## config.mk

```make
export PLATFORM = sky130hd
export DESIGN_NAME = rsp_port
export DESIGN_NICKNAME = d
export VERILOG_FILES = /design/src/verilog/rsp_pkg.sv /design/src/verilog/rsp_cfg_mem.sv /design/src/verilog/rsp_fifo.sv /design/src/verilog/rsp_port.sv
export SDC_FILE = /design/constraint.sdc
export NUM_CORES = 2
export LEC_CHECK = 0
export BUFFER_PORTS_ARGS = -buffer_cell sky130_fd_sc_hd__buf_2
export CORE_MARGIN = 4
export CORE_UTILIZATION = 68
export CTS_CLUSTER_DIAMETER = 120
export DETAILED_ROUTE_END_ITERATION = 7
export GPL_ROUTABILITY_DRIVEN = 0
export MAX_ROUTING_LAYER = met4
export PLACE_DENSITY = 0.83
export SYNTH_ARGS = -nofsm -noshare
export SYNTH_HDL_FRONTEND = slang
export SYNTH_HIERARCHICAL = 1
export SYNTH_SLANG_ARGS = --single-unit
```

## constraint.sdc

```tcl
create_clock -name CLK -period 17.5 [get_ports CLK]
set_input_delay 0.875 -clock CLK [delete_from_list [all_inputs] [get_ports CLK]]
set_output_delay 0.875 -clock CLK [all_outputs]
set_load 0.02 [all_outputs]
```

## src/verilog/rsp_pkg.sv

```systemverilog
/*
 * Constants and types shared by the radio serial port block: header
 * decoding, status byte layout, main state codes, strobe codes and
 * reset values.
 * Assumes a single crystal clock domain; the serial pins are sampled.
 */
package rsp_pkg;

	// ****************************************************************
	// Widths and depths
	// ****************************************************************
	localparam int RSP_DATA_W     = 8;
	localparam int RSP_ADDR_W     = 6;
	localparam int RSP_FIFO_DEPTH = 64;
	localparam int RSP_CNT_W      = 7;
	localparam int RSP_CFG_WORDS  = 47;

	// ****************************************************************
	// Address map (six-bit header addresses)
	// ****************************************************************
	localparam logic [5:0] RSP_CFG_FIRST       = 6'h00;
	localparam logic [5:0] RSP_CFG_LAST        = 6'h2E;
	localparam logic [5:0] RSP_STROBE_FIRST    = 6'h30;
	localparam logic [5:0] RSP_STROBE_LAST     = 6'h3D;
	localparam logic [5:0] RSP_RX_FIFO_PORT    = 6'h3F;
	localparam logic [5:0] RSP_RADIO_STATE_STATUS = 6'h35;
	localparam logic [5:0] RSP_RX_COUNT_STATUS    = 6'h3B;

	// ****************************************************************
	// Strobe codes
	// ****************************************************************
	localparam logic [5:0] RSP_CHIP_RESET_STROBE    = 6'h30;
	localparam logic [5:0] RSP_OSCILLATOR_OFF_STROBE = 6'h32;
	localparam logic [5:0] RSP_GO_IDLE_STROBE       = 6'h36;
	localparam logic [5:0] RSP_POWER_DOWN_STROBE    = 6'h39;
	localparam logic [5:0] RSP_RX_FLUSH_STROBE      = 6'h3A;

	// ****************************************************************
	// Header and status byte fields
	// ****************************************************************
	localparam int RSP_HDR_RW_BIT    = 7;
	localparam int RSP_HDR_BURST_BIT = 6;
	localparam int RSP_STAT_RDY_BIT  = 7;
	localparam int RSP_STAT_ST_LSB   = 4;
	localparam logic [3:0] RSP_COUNT_SAT = 4'hF;
	localparam logic [2:0] RSP_LAST_BIT  = 3'h7;

	// ****************************************************************
	// Main state codes reported in the status byte
	// ****************************************************************
	localparam logic [2:0] RSP_ST_IDLE    = 3'h0;
	localparam logic [2:0] RSP_ST_RX      = 3'h1;
	localparam logic [2:0] RSP_ST_CAL     = 3'h4;
	localparam logic [2:0] RSP_ST_SETTLE  = 3'h5;
	localparam logic [2:0] RSP_ST_OVERRUN = 3'h6;

	// ****************************************************************
	// Reset values
	// ****************************************************************
	localparam logic [7:0] RSP_BYTE_RESET = 8'h00;
	localparam logic [7:0] RSP_TX_RESET   = 8'h80;
	localparam logic [5:0] RSP_ADDR_RESET = 6'h00;

	// Protocol phase of the serial port.
	typedef enum logic [2:0] {
		RSP_PH_HEAD = 3'b001,
		RSP_PH_REG  = 3'b010,
		RSP_PH_FIFO = 3'b100
	} rsp_phase_t;

	// Source of the byte returned during a read data byte.
	typedef enum logic [2:0] {
		RSP_RD_CFG  = 3'b001,
		RSP_RD_STAT = 3'b010,
		RSP_RD_FIFO = 3'b100
	} rsp_rdsrc_t;

	// True when an address lies inside an inclusive range.
	function automatic logic rsp_in_range(input logic [5:0] a,
		input logic [5:0] lo, input logic [5:0] hi);
		return (a >= lo) && (a <= hi);
	endfunction : rsp_in_range

	// Fill count clipped to the four-bit status field.
	function automatic logic [3:0] rsp_sat_count(
		input logic [RSP_CNT_W-1:0] c);
		return (c >= RSP_CNT_W'(RSP_COUNT_SAT)) ? RSP_COUNT_SAT : c[3:0];
	endfunction : rsp_sat_count

endpackage : rsp_pkg

```

## src/verilog/rsp_cfg_mem.sv

```systemverilog
/*
 * Configuration register file: one write port, registered read data.
 * Assumes writes and reads come from the serial port on CLK.
 */
`timescale 1ns/1ps
module rsp_cfg_mem
	import rsp_pkg::*;
(
	input  wire logic       clk,
	input  wire logic       reset,
	input  wire logic       we,
	input  wire logic [5:0] addr,
	input  wire logic [7:0] wdata,
	output logic      [7:0] rdata
);
	logic [7:0] mem_reg [RSP_CFG_WORDS];
	logic       in_map;

	// Addresses above the last configuration word read back zero.
	assign in_map = (addr <= RSP_CFG_LAST);

	// ****************************************************************
	// Storage and read register
	// ****************************************************************
	always_ff @(posedge clk or posedge reset) begin
		if (reset) begin
			for (int i = 0; i < RSP_CFG_WORDS; i++) begin
				mem_reg[i] <= RSP_BYTE_RESET;
			end
			rdata <= RSP_BYTE_RESET;
		end else begin
			if (we && in_map) begin
				mem_reg[addr] <= wdata;
			end
			rdata <= in_map ? mem_reg[addr] : RSP_BYTE_RESET;
		end
	end
endmodule : rsp_cfg_mem

```

## src/verilog/rsp_fifo.sv

```systemverilog
/*
 * Synchronous FIFO with valid/ready on both sides, a flush input and
 * a fill count. Assumes one clock for both sides.
 */
`timescale 1ns/1ps
module rsp_fifo #(
	parameter int W = 8,
	parameter int D = 64
) (
	input  wire logic               clk,
	input  wire logic               reset,
	input  wire logic               flush,
	input  wire logic               wr_valid,
	output logic                    wr_ready,
	input  wire logic [W-1:0]       wr_data,
	output logic                    rd_valid,
	input  wire logic               rd_ready,
	output logic      [W-1:0]       rd_data,
	output logic      [$clog2(D):0] count
);
	localparam int AW = $clog2(D);
	logic [W-1:0]  mem_reg [D];
	logic [AW-1:0] wp_reg;
	logic [AW-1:0] rp_reg;
	logic [AW:0]   cnt_reg;
	logic          push;
	logic          pop;

	// Full refuses the writer, so back-pressure reaches the source.
	assign wr_ready = (cnt_reg != (AW+1)'(D));
	assign rd_valid = (cnt_reg != '0);
	assign push     = wr_valid && wr_ready && !flush;
	assign pop      = rd_valid && rd_ready && !flush;
	assign rd_data  = mem_reg[rp_reg];
	assign count    = cnt_reg;

	// ****************************************************************
	// Pointers and count
	// ****************************************************************
	always_ff @(posedge clk or posedge reset) begin
		if (reset) begin
			wp_reg  <= '0;
			rp_reg  <= '0;
			cnt_reg <= '0;
		end else if (flush) begin
			wp_reg  <= '0;
			rp_reg  <= '0;
			cnt_reg <= '0;
		end else begin
			wp_reg  <= push ? wp_reg + 1'b1 : wp_reg;
			rp_reg  <= pop ? rp_reg + 1'b1 : rp_reg;
			cnt_reg <= cnt_reg + (AW+1)'(push) - (AW+1)'(pop);
		end
	end

	// Storage carries no reset; only the pointers define contents.
	always_ff @(posedge clk) begin
		if (push) begin
			mem_reg[wp_reg] <= wr_data;
		end
	end
endmodule : rsp_fifo

```

## src/verilog/rsp_port.sv

```systemverilog
/*
 * Serial slave port of the receiver: status byte on every header,
 * configuration access with burst auto-increment, status registers,
 * command strobes and reads of the 64-byte receive FIFO.
 * Assumes the radio core sits on CLK and reports its state, crystal
 * readiness and received bytes; serial pins come from the host.
 */
// Behaviour
// - Status byte shifts out during headers and writes.
// - Bit 7 high until crystal is ready.
// - Bits 6:4 carry the main state code.
// - Bits 3:0 saturating receive FIFO byte count.
// - Configuration 0x00-0x2E writable and readable.
// - Reads return data after the header byte.
// - Burst counter increments per byte until deselect.
// - Burst bit splits status registers from strobes.
// - Go-idle cancels and blocks strobes until idle.
// - Power-down, oscillator-off wait for deselect.
// - FIFO read at 0x3F, burst or single.
// - Single FIFO read returns to header.
// - Flush only in idle or overrun; sleep flushes.
// - Deselect mid-byte cancels without effect.
// - Header is rw, burst, address; MSB first.
`timescale 1ns/1ps
module rsp_port
	import rsp_pkg::*;
(
	input  wire logic       CLK,
	input  wire logic       RESET,
	input  wire logic       SCLK,
	input  wire logic       SI,
	input  wire logic       SELECT_LOW,
	output logic            SO,
	output logic            SO_OE,
	input  wire logic       CRYSTAL_READY_LOW,
	input  wire logic [2:0] RADIO_STATE,
	input  wire logic       SLEEP_ENTER,
	input  wire logic       RX_WR_VALID,
	output logic            RX_WR_READY,
	input  wire logic [7:0] RX_WR_DATA,
	output logic            STROBE_PULSE,
	output logic      [5:0] STROBE_CODE
);
	// ****************************************************************
	// Pin synchronisers
	// ****************************************************************
	logic sclk_s1_reg, sclk_s2_reg, sclk_s3_reg;
	logic si_s1_reg, si_s2_reg;
	logic sel_s1_reg, sel_s2_reg, sel_s3_reg;

	// Two flops per pin; the third sclk and select flops only feed
	// edge detection, never the first stage.
	always_ff @(posedge CLK or posedge RESET) begin
		if (RESET) begin
			{sclk_s1_reg, sclk_s2_reg, sclk_s3_reg} <= 3'h0;
			{si_s1_reg, si_s2_reg} <= 2'h0;
			{sel_s1_reg, sel_s2_reg, sel_s3_reg} <= 3'h7;
		end else begin
			{sclk_s1_reg, sclk_s2_reg, sclk_s3_reg} <=
				{SCLK, sclk_s1_reg, sclk_s2_reg};
			{si_s1_reg, si_s2_reg} <= {SI, si_s1_reg};
			{sel_s1_reg, sel_s2_reg, sel_s3_reg} <=
				{SELECT_LOW, sel_s1_reg, sel_s2_reg};
		end
	end

	// ****************************************************************
	// Declarations
	// ****************************************************************
	logic        selected, sel_rise, sclk_rise, sclk_fall;
	logic [2:0]  bit_cnt_reg, bit_cnt_next;
	logic [6:0]  rx_sh_reg;
	logic        byte_done;
	logic [7:0]  byte_in;
	logic        hd_rw, hd_burst;
	logic [5:0]  hd_addr;
	logic        is_cfg, is_strb, is_stat, is_fifo;
	rsp_phase_t  phase_reg, phase_next;
	rsp_rdsrc_t  rdsrc_reg, rdsrc_next;
	logic [5:0]  addr_reg, addr_next;
	logic        burst_reg, burst_next;
	logic        rw_reg, rw_next;
	logic        rdmode_reg, rdmode_next;
	logic        ld1_reg, ld2_reg;
	logic [7:0]  tx_reg, tx_next;
	logic [7:0]  status_byte, rd_byte, stat_rd_reg, fifo_byte_reg;
	logic        cfg_we;
	logic [7:0]  cfg_rdata;
	logic        fifo_pop, fifo_valid, fifo_flush;
	logic [7:0]  fifo_dout;
	logic [RSP_CNT_W-1:0] fifo_count;
	logic        strb_hit, strb_blocked, strb_deferred, strb_flush_ok;
	logic        idle_wait_reg, pend_pd_reg, pend_xoff_reg;
	logic        flush_strb_reg;

	// ****************************************************************
	// Serial bit engine
	// ****************************************************************
	// Edges come from the synchronised copies only.
	assign selected  = !sel_s2_reg;
	assign sel_rise  = sel_s2_reg && !sel_s3_reg;
	assign sclk_rise = sclk_s2_reg && !sclk_s3_reg;
	assign sclk_fall = !sclk_s2_reg && sclk_s3_reg;
	assign byte_done = selected && sclk_rise && (bit_cnt_reg == RSP_LAST_BIT);
	assign byte_in   = {rx_sh_reg, si_s2_reg};
	assign bit_cnt_next = !selected ? 3'h0 :
		(sclk_rise ? bit_cnt_reg + 3'h1 : bit_cnt_reg);

	// A deselect clears the bit counter, so a partial byte is lost.
	always_ff @(posedge CLK or posedge RESET) begin
		if (RESET) begin
			bit_cnt_reg <= 3'h0;
			rx_sh_reg   <= 7'h00;
		end else begin
			bit_cnt_reg <= bit_cnt_next;
			if (selected && sclk_rise) begin
				rx_sh_reg <= byte_in[6:0];
			end
		end
	end

	// ****************************************************************
	// Header decode
	// ****************************************************************
	assign hd_rw    = byte_in[RSP_HDR_RW_BIT];
	assign hd_burst = byte_in[RSP_HDR_BURST_BIT];
	assign hd_addr  = byte_in[RSP_ADDR_W-1:0];
	assign is_cfg   = rsp_in_range(hd_addr, RSP_CFG_FIRST, RSP_CFG_LAST);
	assign is_strb  = !hd_burst &&
		rsp_in_range(hd_addr, RSP_STROBE_FIRST, RSP_STROBE_LAST);
	assign is_stat  = hd_burst &&
		rsp_in_range(hd_addr, RSP_STROBE_FIRST, RSP_STROBE_LAST);
	assign is_fifo  = hd_rw && (hd_addr == RSP_RX_FIFO_PORT);

	// Phase, address counter and read source for the next byte.
	always_comb begin
		phase_next  = phase_reg;
		addr_next   = addr_reg;
		burst_next  = burst_reg;
		rw_next     = rw_reg;
		rdmode_next = rdmode_reg;
		rdsrc_next  = rdsrc_reg;
		if (!selected) begin
			phase_next  = RSP_PH_HEAD;
			rdmode_next = 1'b0;
		end else if (byte_done) begin
			unique case (phase_reg)
				RSP_PH_HEAD: begin
					addr_next   = hd_addr;
					burst_next  = hd_burst && !is_stat;
					rw_next     = hd_rw;
					rdmode_next = hd_rw && !is_strb;
					rdsrc_next  = is_fifo ? RSP_RD_FIFO :
						(is_stat ? RSP_RD_STAT : RSP_RD_CFG);
					phase_next  = is_strb ? RSP_PH_HEAD :
						(is_fifo ? RSP_PH_FIFO : RSP_PH_REG);
				end
				RSP_PH_REG: begin
					addr_next   = addr_reg + 6'h01;
					phase_next  = burst_reg ? RSP_PH_REG : RSP_PH_HEAD;
					rdmode_next = burst_reg && rw_reg;
				end
				RSP_PH_FIFO: begin
					phase_next  = burst_reg ? RSP_PH_FIFO : RSP_PH_HEAD;
					rdmode_next = burst_reg;
				end
				default: begin
					phase_next  = RSP_PH_HEAD;
					rdmode_next = 1'b0;
				end
			endcase
		end
	end

	// Protocol registers.
	always_ff @(posedge CLK or posedge RESET) begin
		if (RESET) begin
			phase_reg  <= RSP_PH_HEAD;
			addr_reg   <= RSP_ADDR_RESET;
			burst_reg  <= 1'b0;
			rw_reg     <= 1'b0;
			rdmode_reg <= 1'b0;
			rdsrc_reg  <= RSP_RD_CFG;
		end else begin
			phase_reg  <= phase_next;
			addr_reg   <= addr_next;
			burst_reg  <= burst_next;
			rw_reg     <= rw_next;
			rdmode_reg <= rdmode_next;
			rdsrc_reg  <= rdsrc_next;
		end
	end

	// ****************************************************************
	// Configuration registers
	// ****************************************************************
	// Writes land only on a completed data byte of a write access.
	assign cfg_we = byte_done && (phase_reg == RSP_PH_REG) && !rw_reg &&
		(rdsrc_reg == RSP_RD_CFG) && (addr_reg <= RSP_CFG_LAST);

	rsp_cfg_mem u_cfg (
		.clk   (CLK),
		.reset (RESET),
		.we    (cfg_we),
		.addr  (addr_reg),
		.wdata (byte_in),
		.rdata (cfg_rdata)
	);

	// ****************************************************************
	// Receive FIFO
	// ****************************************************************
	// One byte leaves on each FIFO header or burst byte boundary.
	assign fifo_pop = byte_done && (rdmode_next && rdsrc_next == RSP_RD_FIFO);
	assign fifo_flush = flush_strb_reg || SLEEP_ENTER;

	rsp_fifo #(
		.W (RSP_DATA_W),
		.D (RSP_FIFO_DEPTH)
	) u_fifo (
		.clk      (CLK),
		.reset    (RESET),
		.flush    (fifo_flush),
		.wr_valid (RX_WR_VALID),
		.wr_ready (RX_WR_READY),
		.wr_data  (RX_WR_DATA),
		.rd_valid (fifo_valid),
		.rd_ready (fifo_pop),
		.rd_data  (fifo_dout),
		.count    (fifo_count)
	);

	// Captures of FIFO head and status register contents; an empty
	// FIFO reads as zero rather than stale storage.
	always_ff @(posedge CLK or posedge RESET) begin
		if (RESET) begin
			fifo_byte_reg <= RSP_BYTE_RESET;
			stat_rd_reg   <= RSP_BYTE_RESET;
		end else if (byte_done) begin
			fifo_byte_reg <= fifo_valid ? fifo_dout : RSP_BYTE_RESET;
			stat_rd_reg   <= (hd_addr == RSP_RADIO_STATE_STATUS) ?
				{5'h00, RADIO_STATE} :
				(hd_addr == RSP_RX_COUNT_STATUS) ?
				{1'b0, fifo_count} : RSP_BYTE_RESET;
		end
	end

	// ****************************************************************
	// Status byte and output shifter
	// ****************************************************************
	assign status_byte = {CRYSTAL_READY_LOW, RADIO_STATE,
		rsp_sat_count(fifo_count)};
	assign rd_byte = (rdsrc_reg == RSP_RD_FIFO) ? fifo_byte_reg :
		(rdsrc_reg == RSP_RD_STAT) ? stat_rd_reg : cfg_rdata;

	// Read data is loaded two cycles after the byte boundary, when
	// the registered configuration read has caught the new address.
	// Between bytes the status byte is refreshed so that bit 7 tracks
	// the crystal right up to the first rising edge. While deselected
	// it follows the status byte too, so a cut byte leaves nothing stale.
	assign tx_next = !selected ? status_byte :
		ld2_reg ? (rdmode_reg ? rd_byte : status_byte) :
		(selected && sclk_fall && bit_cnt_reg != 3'h0) ?
		{tx_reg[6:0], 1'b0} :
		((bit_cnt_reg == 3'h0) && !rdmode_reg && !ld1_reg) ?
		status_byte : tx_reg;

	always_ff @(posedge CLK or posedge RESET) begin
		if (RESET) begin
			tx_reg  <= RSP_TX_RESET;
			ld1_reg <= 1'b0;
			ld2_reg <= 1'b0;
		end else begin
			tx_reg  <= tx_next;
			ld1_reg <= byte_done;
			ld2_reg <= ld1_reg && selected;
		end
	end

	assign SO    = tx_reg[7];
	assign SO_OE = selected;

	// ****************************************************************
	// Command strobes
	// ****************************************************************
	assign strb_hit = byte_done && (phase_reg == RSP_PH_HEAD) && is_strb;
	assign strb_blocked = idle_wait_reg;
	assign strb_deferred = (hd_addr == RSP_POWER_DOWN_STROBE) ||
		(hd_addr == RSP_OSCILLATOR_OFF_STROBE);
	assign strb_flush_ok = (RADIO_STATE == RSP_ST_IDLE) ||
		(RADIO_STATE == RSP_ST_OVERRUN);

	// A go-idle wait clears once the core reports idle; a new go-idle
	// in that cycle is still blocked and does not set it again.
	always_ff @(posedge CLK or posedge RESET) begin
		if (RESET) begin
			idle_wait_reg  <= 1'b0;
			pend_pd_reg    <= 1'b0;
			pend_xoff_reg  <= 1'b0;
			flush_strb_reg <= 1'b0;
			STROBE_PULSE   <= 1'b0;
			STROBE_CODE    <= RSP_ADDR_RESET;
		end else begin
			STROBE_PULSE   <= 1'b0;
			flush_strb_reg <= 1'b0;
			if (idle_wait_reg && RADIO_STATE == RSP_ST_IDLE) begin
				idle_wait_reg <= 1'b0;
			end
			if (sel_rise && (pend_pd_reg || pend_xoff_reg)) begin
				STROBE_PULSE  <= 1'b1;
				STROBE_CODE   <= pend_pd_reg ? RSP_POWER_DOWN_STROBE :
					RSP_OSCILLATOR_OFF_STROBE;
				pend_pd_reg   <= 1'b0;
				pend_xoff_reg <= 1'b0;
			end else if (strb_hit && !strb_blocked) begin
				if (hd_addr == RSP_GO_IDLE_STROBE) begin
					idle_wait_reg <= 1'b1;
					pend_pd_reg   <= 1'b0;
					pend_xoff_reg <= 1'b0;
					STROBE_PULSE  <= 1'b1;
					STROBE_CODE   <= hd_addr;
				end else if (strb_deferred) begin
					pend_pd_reg   <= pend_pd_reg ||
						(hd_addr == RSP_POWER_DOWN_STROBE);
					pend_xoff_reg <= pend_xoff_reg ||
						(hd_addr == RSP_OSCILLATOR_OFF_STROBE);
				end else if (hd_addr == RSP_RX_FLUSH_STROBE) begin
					flush_strb_reg <= strb_flush_ok;
					STROBE_PULSE   <= strb_flush_ok;
					STROBE_CODE    <= hd_addr;
				end else begin
					STROBE_PULSE <= 1'b1;
					STROBE_CODE  <= hd_addr;
				end
			end
		end
	end
endmodule : rsp_port
```

### Word level (Yosys, flattened, before mapping)

Memories as Yosys holds them, arrays and structs flattened.
Index checks and enable logic that the tools add are counted.
W data, S select, Z words.

| storage, ports and cells | value |
|---|---|
| bits in registers | 473 |
| RAM bits | 512 |
| bits of input ports | 19 |
| output and inout port bits | 10 |
| logic and storage cells | 249 |
| memories | 1 |

| cells by class | value |
|---|---|
| add/subtract/negate cells | 6 |
| order comparisons | 6 |
| equal/unequal tests | 18 |
| multiplexer cells | 70 |
| bitwise gates (word level) | 2 |
| reduce and logical (&&, ||, !) cells | 68 |

Memories:

| name | words | width | read ports | clocked after Yosys merged registers in | write ports | line | source |
|---|---|---|---|---|---|---|---|
| u_fifo.mem_reg | 64 | 8 | 1 | 0 | 1 | rsp_fifo.sv:22 | `logic [W-1:0] mem_reg [D];` |

Operators with widths:

| operator | count |
|---|---|
| $bwmux W376 | 1 |
| $mux W8 | 12 |
| $bmux W8 S6 | 1 |
| $demux W8 S6 | 1 |
| $mux W6 | 8 |
| $eq A6 B6 Y1 const B | 7 |
| $logic_and A1 B1 Y1 | 34 |
| $mux W3 | 11 |
| $mux W1 | 26 |
| $mux W7 | 3 |
| $add A6 B1 Y6 const B | 3 |
| $eq A3 B3 Y1 const B | 5 |
| $le A6 B6 Y1 const B | 2 |
| $logic_not A1 Y1 | 12 |
| $pmux W6 S2 | 1 |
| $reduce_bool A2 Y1 | 6 |
| $pmux W3 S3 | 1 |
| $mux W4 | 2 |
| $add A7 B1 Y7 | 1 |
| $ge A7 B4 Y1 const B | 1 |
| $ge A7 B7 Y1 const B | 1 |
| $lt A7 B1 Y1 const B | 1 |
| $ne A7 B7 Y1 const B | 1 |
| $not A6 Y7 | 1 |
| 16 further kinds | 28 |

### Longest topological paths before layout

| logic depth | value |
|---|---|
| depth in word-level cells | 15 |
| mapped depth | 22 |
| depth with buffers taken out | 19 |

### By module

The synthesis kept the hierarchy.

Modules (own cells, without submodules):

| module | instances | cells each | area an instance (um2) | sequential area each (um2) |
|---|---|---|---|---|
| rsp_fifo | 1 | 1,078 | 21,169.1 | 15,850.2 |
| rsp_cfg_mem | 1 | 1,268 | 17,733.3 | 9,609.2 |
| rsp_port | 1 | 392 | 3,721.1 | 1,734.2 |

### Least setup slack after synthesis

No wires, ideal clock.

| timing path | value |
|---|---|
| path type | flip-flop to flip-flop |
| start point | register phase_reg[0] |
| end point | register u_fifo.cnt_reg[6], in the netlist u_fifo/count[6] |
| setup time | 0.136 ns |
| data arrival time | 3.383 ns |
| data required time | 17.364 ns |
| slack | 13.980 ns |
| stages on the path, launching flop included | 18 |
| path buffers | 1 |
| clock period less this slack | 3.520 ns |
| cell sequence | dfstp_2 > or3b_1 > buf_2 > o32a_1 > a211oi_1 > nand2_1 > nor2_1 > ha_1 > inv_1 > ha_1 > inv_1 > fa_1 > nand2b_1 > a21oi_1 > o21ai_0 > a21oi_1 > or3_1 > a21oi_1 |

| on the way | value |
|---|---|
| word-level cells in the longest chain between the ends | 11 |
| elaborated cells between the ends (all ways) | 16 |
| classes of those cells | add/sub (1); eq/ne (4); mux (7); reduce/logical (4) |

RTL lines:

| item | line | source |
|---|---|---|
| start, declared | rsp_port.sv:78 | `rsp_phase_t phase_reg, phase_next;` |
| start signal, assigned | rsp_port.sv:185 | `phase_reg <= phase_next;` |
| $eq A3 B1 Y1 | rsp_port.sv:147 | `unique case (phase_reg)` |
| $mux W3 | rsp_port.sv:147 |  |
| $mux W3 | rsp_port.sv:146 | `end else if (byte_done) begin` |
| $mux W3 | rsp_port.sv:143 | `if (!selected) begin` |
| $eq A3 B3 Y1 | rsp_port.sv:214 | `assign fifo_pop = byte_done && (rdmode_next && rdsrc_next == RSP_RD_FIFO);` |
| $logic_and A1 B1 Y1 (*) (2 in a row) | rsp_port.sv:214 |  |
| named net fifo_pop | rsp_port.sv:89 | `logic fifo_pop, fifo_valid, fifo_flush;` |
| $logic_and A1 B1 Y1 (*) (2 in a row) | rsp_fifo.sv:33 | `assign pop = rd_valid && rd_ready && !flush;` |
| $sub A7 B1 Y7 (*) | rsp_fifo.sv:52 | `cnt_reg <= cnt_reg + (AW+1)'(push) - (AW+1)'(pop);` |
| $mux W7 (*) | rsp_fifo.sv:45 | `end else if (flush) begin` |
| end signal, assigned | rsp_fifo.sv:52 |  |
| end, declared | rsp_fifo.sv:25 | `logic [AW:0] cnt_reg;` |

Mark *: on every way through the listed nets, which the timed path passes. The rest lies on a longest branch.
A chain may end at the register's enable or synchronous reset.

### Final worst setup path

| timing path | value |
|---|---|
| start point | register rx_sh_reg[1] |
| end point | register u_fifo.cnt_reg[6], in the netlist u_fifo/count[6] |

| on the way | value |
|---|---|
| word-level cells in the longest chain between the ends | 15 |
| elaborated cells between the ends (all ways) | 24 |
| classes of those cells | add/sub (1); order compare (2); eq/ne (2); mux (9); reduce/logical (10) |

RTL lines:

| item | line | source |
|---|---|---|
| start, declared | rsp_port.sv:72 | `logic [6:0] rx_sh_reg;` |
| start signal, assigned | rsp_port.sv:117 | `rx_sh_reg <= byte_in[6:0];` |
| $ge A6 B6 Y1 / $le A6 B6 Y1 (equally long branches) | rsp_pkg.sv:81 | `return (a >= lo) && (a <= hi);` |
| $logic_and A1 B1 Y1 | rsp_pkg.sv:81 |  |
| $logic_and A1 B1 Y1 | rsp_port.sv:131 | `assign is_stat = hd_burst &&` |
| $mux W2 | rsp_port.sv:154 | `(is_stat ? RSP_RD_STAT : RSP_RD_CFG);` |
| $mux W3 | rsp_port.sv:153 | `rdsrc_next = is_fifo ? RSP_RD_FIFO :` |
| $mux W3 | rsp_port.sv:147 |  |
| $mux W3 | rsp_port.sv:146 |  |
| $mux W3 | rsp_port.sv:143 |  |
| $eq A3 B3 Y1 | rsp_port.sv:214 |  |
| $logic_and A1 B1 Y1 (*) (2 in a row) | rsp_port.sv:214 |  |
| named net fifo_pop | rsp_port.sv:89 |  |
| $logic_and A1 B1 Y1 (*) (2 in a row) | rsp_fifo.sv:33 |  |
| $sub A7 B1 Y7 (*) | rsp_fifo.sv:52 |  |
| $mux W7 (*) | rsp_fifo.sv:45 |  |

Marks and branches as above.

==> flow_summary.json <==
{
  "clock_insertion_delay_worst_skew_ns": 0.67,
  "worst_case_clock_buffer_depth": 3,
  "timing.final.hold_violations": 0,
  "regToRegSetupSlack_ns": 12.70,
  "dieWidth_um": 258.4,
  "synth-async-reset-ratio_pct": 47.97,
  "drt-vias-per-instance": 7.049,
  "ratio_of_cells_with_drive_above_1_in_the_final_layout_pct": 29.11,
  "drv_slew": 0,
  "yosys.area.top_type": "sky130_fd_sc_hd__edfxtp_1",
  "worst_setup_path_startpoint": "rx_sh_reg[1]",
  "layout.nets": 2747,
  "power.density_nw_per_um2": 104.9,
  "power_leakage_nw": 17.95,
  "cp_data_arrival_time_ns": 5.37,
  "edff_count_synth": 512,
  "design.core.area_um2": 61830,
  "num_cts_buffers": 98,
  "rr_startpoint": "rx_sh_reg[1]",
  "report.final.setup_viol": 0,
  "chipHeight_um": 258.4,
  "rr_worst_depth": 16,
  "synth.distinct_cells": 102,
  "ctsRootBufferMaster": "sky130_fd_sc_hd__clkbuf_16",
  "htree_num_levels": 3,
  "detail-route-antenna-nets": 0,
  "cp-start-kind": "register",
  "portBuffers": 28,
  "netlist.area_leader.share_pct": 36.07,
  "fp.dieArea_um2": 66750,
  "yosysWarningCount": 6,
  "post-synth-top-count-cell": "sky130_fd_sc_hd__edfxtp_1",
  "critical_path_buf_inv_count": 2,
  "unrepaired_setup_endpoints_after_global_routing": "no",
  "shortest_clock_period_the_worst_path_allows_after_layout_ns": 4.799,
  "critical_path.max_fanout": 58,
  "post-route-period-util_pct": 27.42,
  "synthCells": 2738,
  "totalNegativeSetupSlack_ns": 0,
  "drt-pass1-iter-count": 8,
  "summed_instance_area_of_the_synthesized_netlist_um2": 42620,
  "ys_seq_elements": 984,
  "worst-path-stages": 16,
  "crit_path_end": "u_fifo/count[6]",
  "number_of_flip_flops_under_the_largest_register_name": 512,
  "postRouteWirelength_um": 105500,
  "max_cap_viol_count": 0,
  "worst_hold_path_type": "input port to async pin",
  "critical-path-slowest-cell": "sky130_fd_sc_hd__dfrtp_2",
  "cts.reportedPaths.clkPinSlew_ns": 0.06,
  "synth_nets": 2774,
  "yosysSeqAreaShare_pct": 63.80,
  "crit-reg2reg-capture": "u_fifo/count[6]",
  "crit_path_category": "register to register",
  "initial_core_util_pct": 68.94,
  "skew_ns": 0.03762,
  "critical-path-max-stage-delay_ns": 1.08,
  "syn2layout_area_growth_pct": 8.751,
  "critPathCaptureType": "register",
  "post_cts_resize_count": 0,
  "track_usage_pct": 32.71,
  "ir_drop_mv": 0.09627,
  "cts.hold.buffers_added": 0,
  "detailroute.via_count": 25565,
  "path_common_cell": "sky130_fd_sc_hd__a21oi_1",
  "design_power_total_mw": 4.863,
  "outcome": "complete, no violations",
  "drt_iter0_markers": 3338,
  "antenna_found_initial": 1,
  "filler_cell_count": 3486,
  "achievable-frequency_ghz": 0.2084,
  "crit_chain": "nand3_1 > or3_1 > a211oi_1 > nand2_1 > nor2_1 > ha_1 > inv_1 > ha_1 > inv_1 > fa_1 > nand2b_1 > a21oi_1 > o21ai_0 > a21oi_1 > o21ai_0 > a21oi_1",
  "grt_first_pass_wirelength_um": 162200,
  "grt_max_degree": 139,
  "ys.flop_type": "sky130_fd_sc_hd__edfxtp_1",
  "netlist_top_cells_area": "sky130_fd_sc_hd__edfxtp_1 36%, sky130_fd_sc_hd__dfrtp_1 27%, sky130_fd_sc_hd__mux2_2 11%",
  "remaining_drc_errors": 0,
  "io_pins": 29,
  "critical_path_required_ns": 18.07,
  "critical_path.top_delay_family": "simple AND/OR/NAND/NOR gates",
  "cts.sinks": 984,
  "detailedPlacementHpwl_um": 60960,
  "floorplan.rows": 91,
  "max-slew-margin-rel_pct": 11.96,
  "synth_top_cells_by_count": "512 x sky130_fd_sc_hd__edfxtp_1, 466 x sky130_fd_sc_hd__dfrtp_1, 408 x sky130_fd_sc_hd__mux2_2, 130 x sky130_fd_sc_hd__nor2_1, 120 x sky130_fd_sc_hd__nand2_1",
  "cts_tree": "done",
  "tightestPinTransition_ns": 1.321,
  "cts_setup_buffers": 0,
  "avgSynthCellArea_um2": 15.57,
  "via_count_of_the_first_global_routing_pass": 25982,
  "post_drt_wl_per_cell_um": 29.09,
  "grt.overflow.total": 0
}
==> placed cells by master (no fill, tap or decap), types with 9 or more instances in the layout <==
| cell type | instances |
|---|---|
| sky130_fd_sc_hd__buf_4 | 28 |
| sky130_fd_sc_hd__nor2b_1 | 21 |
| sky130_fd_sc_hd__o211ai_1 | 18 |
| sky130_fd_sc_hd__o22ai_1 | 32 |
| sky130_fd_sc_hd__mux4_2 | 102 |
| sky130_fd_sc_hd__clkinv_2 | 20 |
| sky130_fd_sc_hd__clkbuf_16 | 100 |
| sky130_fd_sc_hd__a22oi_1 | 56 |
| sky130_fd_sc_hd__o21ai_0 | 54 |
| sky130_fd_sc_hd__nor2_2 | 15 |
| sky130_fd_sc_hd__clkbuf_8 | 18 |
| sky130_fd_sc_hd__a22o_1 | 10 |
| sky130_fd_sc_hd__mux4_1 | 23 |
| sky130_fd_sc_hd__a21oi_1 | 50 |
| sky130_fd_sc_hd__nand4_1 | 9 |
| sky130_fd_sc_hd__nand2_1 | 120 |
| sky130_fd_sc_hd__clkbuf_1 | 13 |
| sky130_fd_sc_hd__and2_1 | 11 |
| sky130_fd_sc_hd__a211oi_1 | 23 |
| sky130_fd_sc_hd__mux2_2 | 408 |
| sky130_fd_sc_hd__nand2b_1 | 20 |
| sky130_fd_sc_hd__buf_2 | 28 |
| sky130_fd_sc_hd__ha_1 | 16 |
| sky130_fd_sc_hd__edfxtp_1 | 512 |
| sky130_fd_sc_hd__clkinv_1 | 11 |
| sky130_fd_sc_hd__and3_1 | 11 |
| sky130_fd_sc_hd__a221oi_1 | 48 |
| sky130_fd_sc_hd__o221ai_1 | 11 |
| sky130_fd_sc_hd__or3_1 | 11 |
| sky130_fd_sc_hd__nor2_1 | 130 |
| sky130_fd_sc_hd__nand3_1 | 33 |
| sky130_fd_sc_hd__inv_1 | 29 |
| sky130_fd_sc_hd__dfrtp_1 | 456 |
| sky130_fd_sc_hd__nor3_1 | 27 |
| sky130_fd_sc_hd__mux2i_1 | 95 |
==> power breakdown <==
group	leakage [nW]	internal (mW)	switching (mW)
clock	1.61	1.22	0.888
sequential	11.1	2.46	0.0521
combinational	5.22	0.0604	0.183
total	17.9	3.74	1.12
==> how the worst min path moves through the flow <==
stage / startpoint / slack (ns) / endpoint / cells after the start
finish: RESET / 0.12 / flush_strb_reg / 2
global route: RESET / 0.09 / flush_strb_reg / 2
CTS: RESET / 0.09 / flush_strb_reg / 2
detailed placement: sclk_s1_reg / 0.34 / sclk_s2_reg / 0
global placement: sclk_s1_reg / 0.34 / sclk_s2_reg / 0
floorplan: sclk_s1_reg / 0.33 / sclk_s2_reg / 0
==> through the flow <==
step	area (µm²)	std cells	util [%]	setup WS, ns	hold slack, ns
after detailed placement	43080	3448	69.68	12.88	0.3381
after CTS	46350	3626	74.97	12.84	0.09278
after global placement	43080	3448	69.68	12.91	0.3357
final	46350	3627	74.97	12.70	0.1212
after floorplan	42620	2738	-	5.954	0.3312
after global routing	46350	3627	74.97	12.42	0.09297
==> cell type report <==
type	instances	area, µm²	area share, %
Sequential cell	984	27220	58.71
Multi-Input combinational cell	1536	14310	30.87
Clock buffer	131	2799	6.038
Tap cell	837	1047	2.259
Clock inverter	47	474.2	1.023
Timing Repair Buffer	57	370.4	0.7990
Inverter	34	135.1	0.2915
Antenna cell	1	2.502	0.005399
==> logic make-up after synthesis <==
group	count (synthesis)	synth area share [%]
buffers and inverters	218	2.674
multiplexers	631	19.91
AND/OR/NAND/NOR	478	5.903
AO/OA/AOI/OAI	395	6.893
XOR/XNOR	15	0.3082
flip-flops	984	63.80
adder cells (fa/ha/maj)	17	0.5166
==> worst reg2reg max path, cell delays in order (launching register included) <==
cell                       delay, ns
sky130_fd_sc_hd__dfrtp_2        1.08
sky130_fd_sc_hd__nand3_1        0.36
sky130_fd_sc_hd__or3_1          0.53
sky130_fd_sc_hd__a211oi_1       0.52
sky130_fd_sc_hd__nand2_1        0.19
sky130_fd_sc_hd__nor2_1         0.13
sky130_fd_sc_hd__ha_1           0.23
sky130_fd_sc_hd__inv_1          0.06
sky130_fd_sc_hd__ha_1           0.16
sky130_fd_sc_hd__inv_1          0.06
sky130_fd_sc_hd__fa_1           0.41
sky130_fd_sc_hd__nand2b_1       0.16
sky130_fd_sc_hd__a21oi_1        0.19
sky130_fd_sc_hd__o21ai_0        0.15
sky130_fd_sc_hd__a21oi_1        0.22
sky130_fd_sc_hd__o21ai_0        0.12
sky130_fd_sc_hd__a21oi_1        0.15
==> metal layers <==
| layer | track usage, % | share of wire [%] | vias up |
|---|---|---|---|
| met2 | 51.52 | 49 | 1652 |
| met5 | - | 0 | - |
| li1 | - | - | 10529 |
| met3 | 6.440 | 9.4 | 357 |
| met4 | 12.97 | 4.8 | 0 |
| met1 | 42.94 | 37 | 13027 |
No activity file was read; power rests on OpenSTA's default activity.
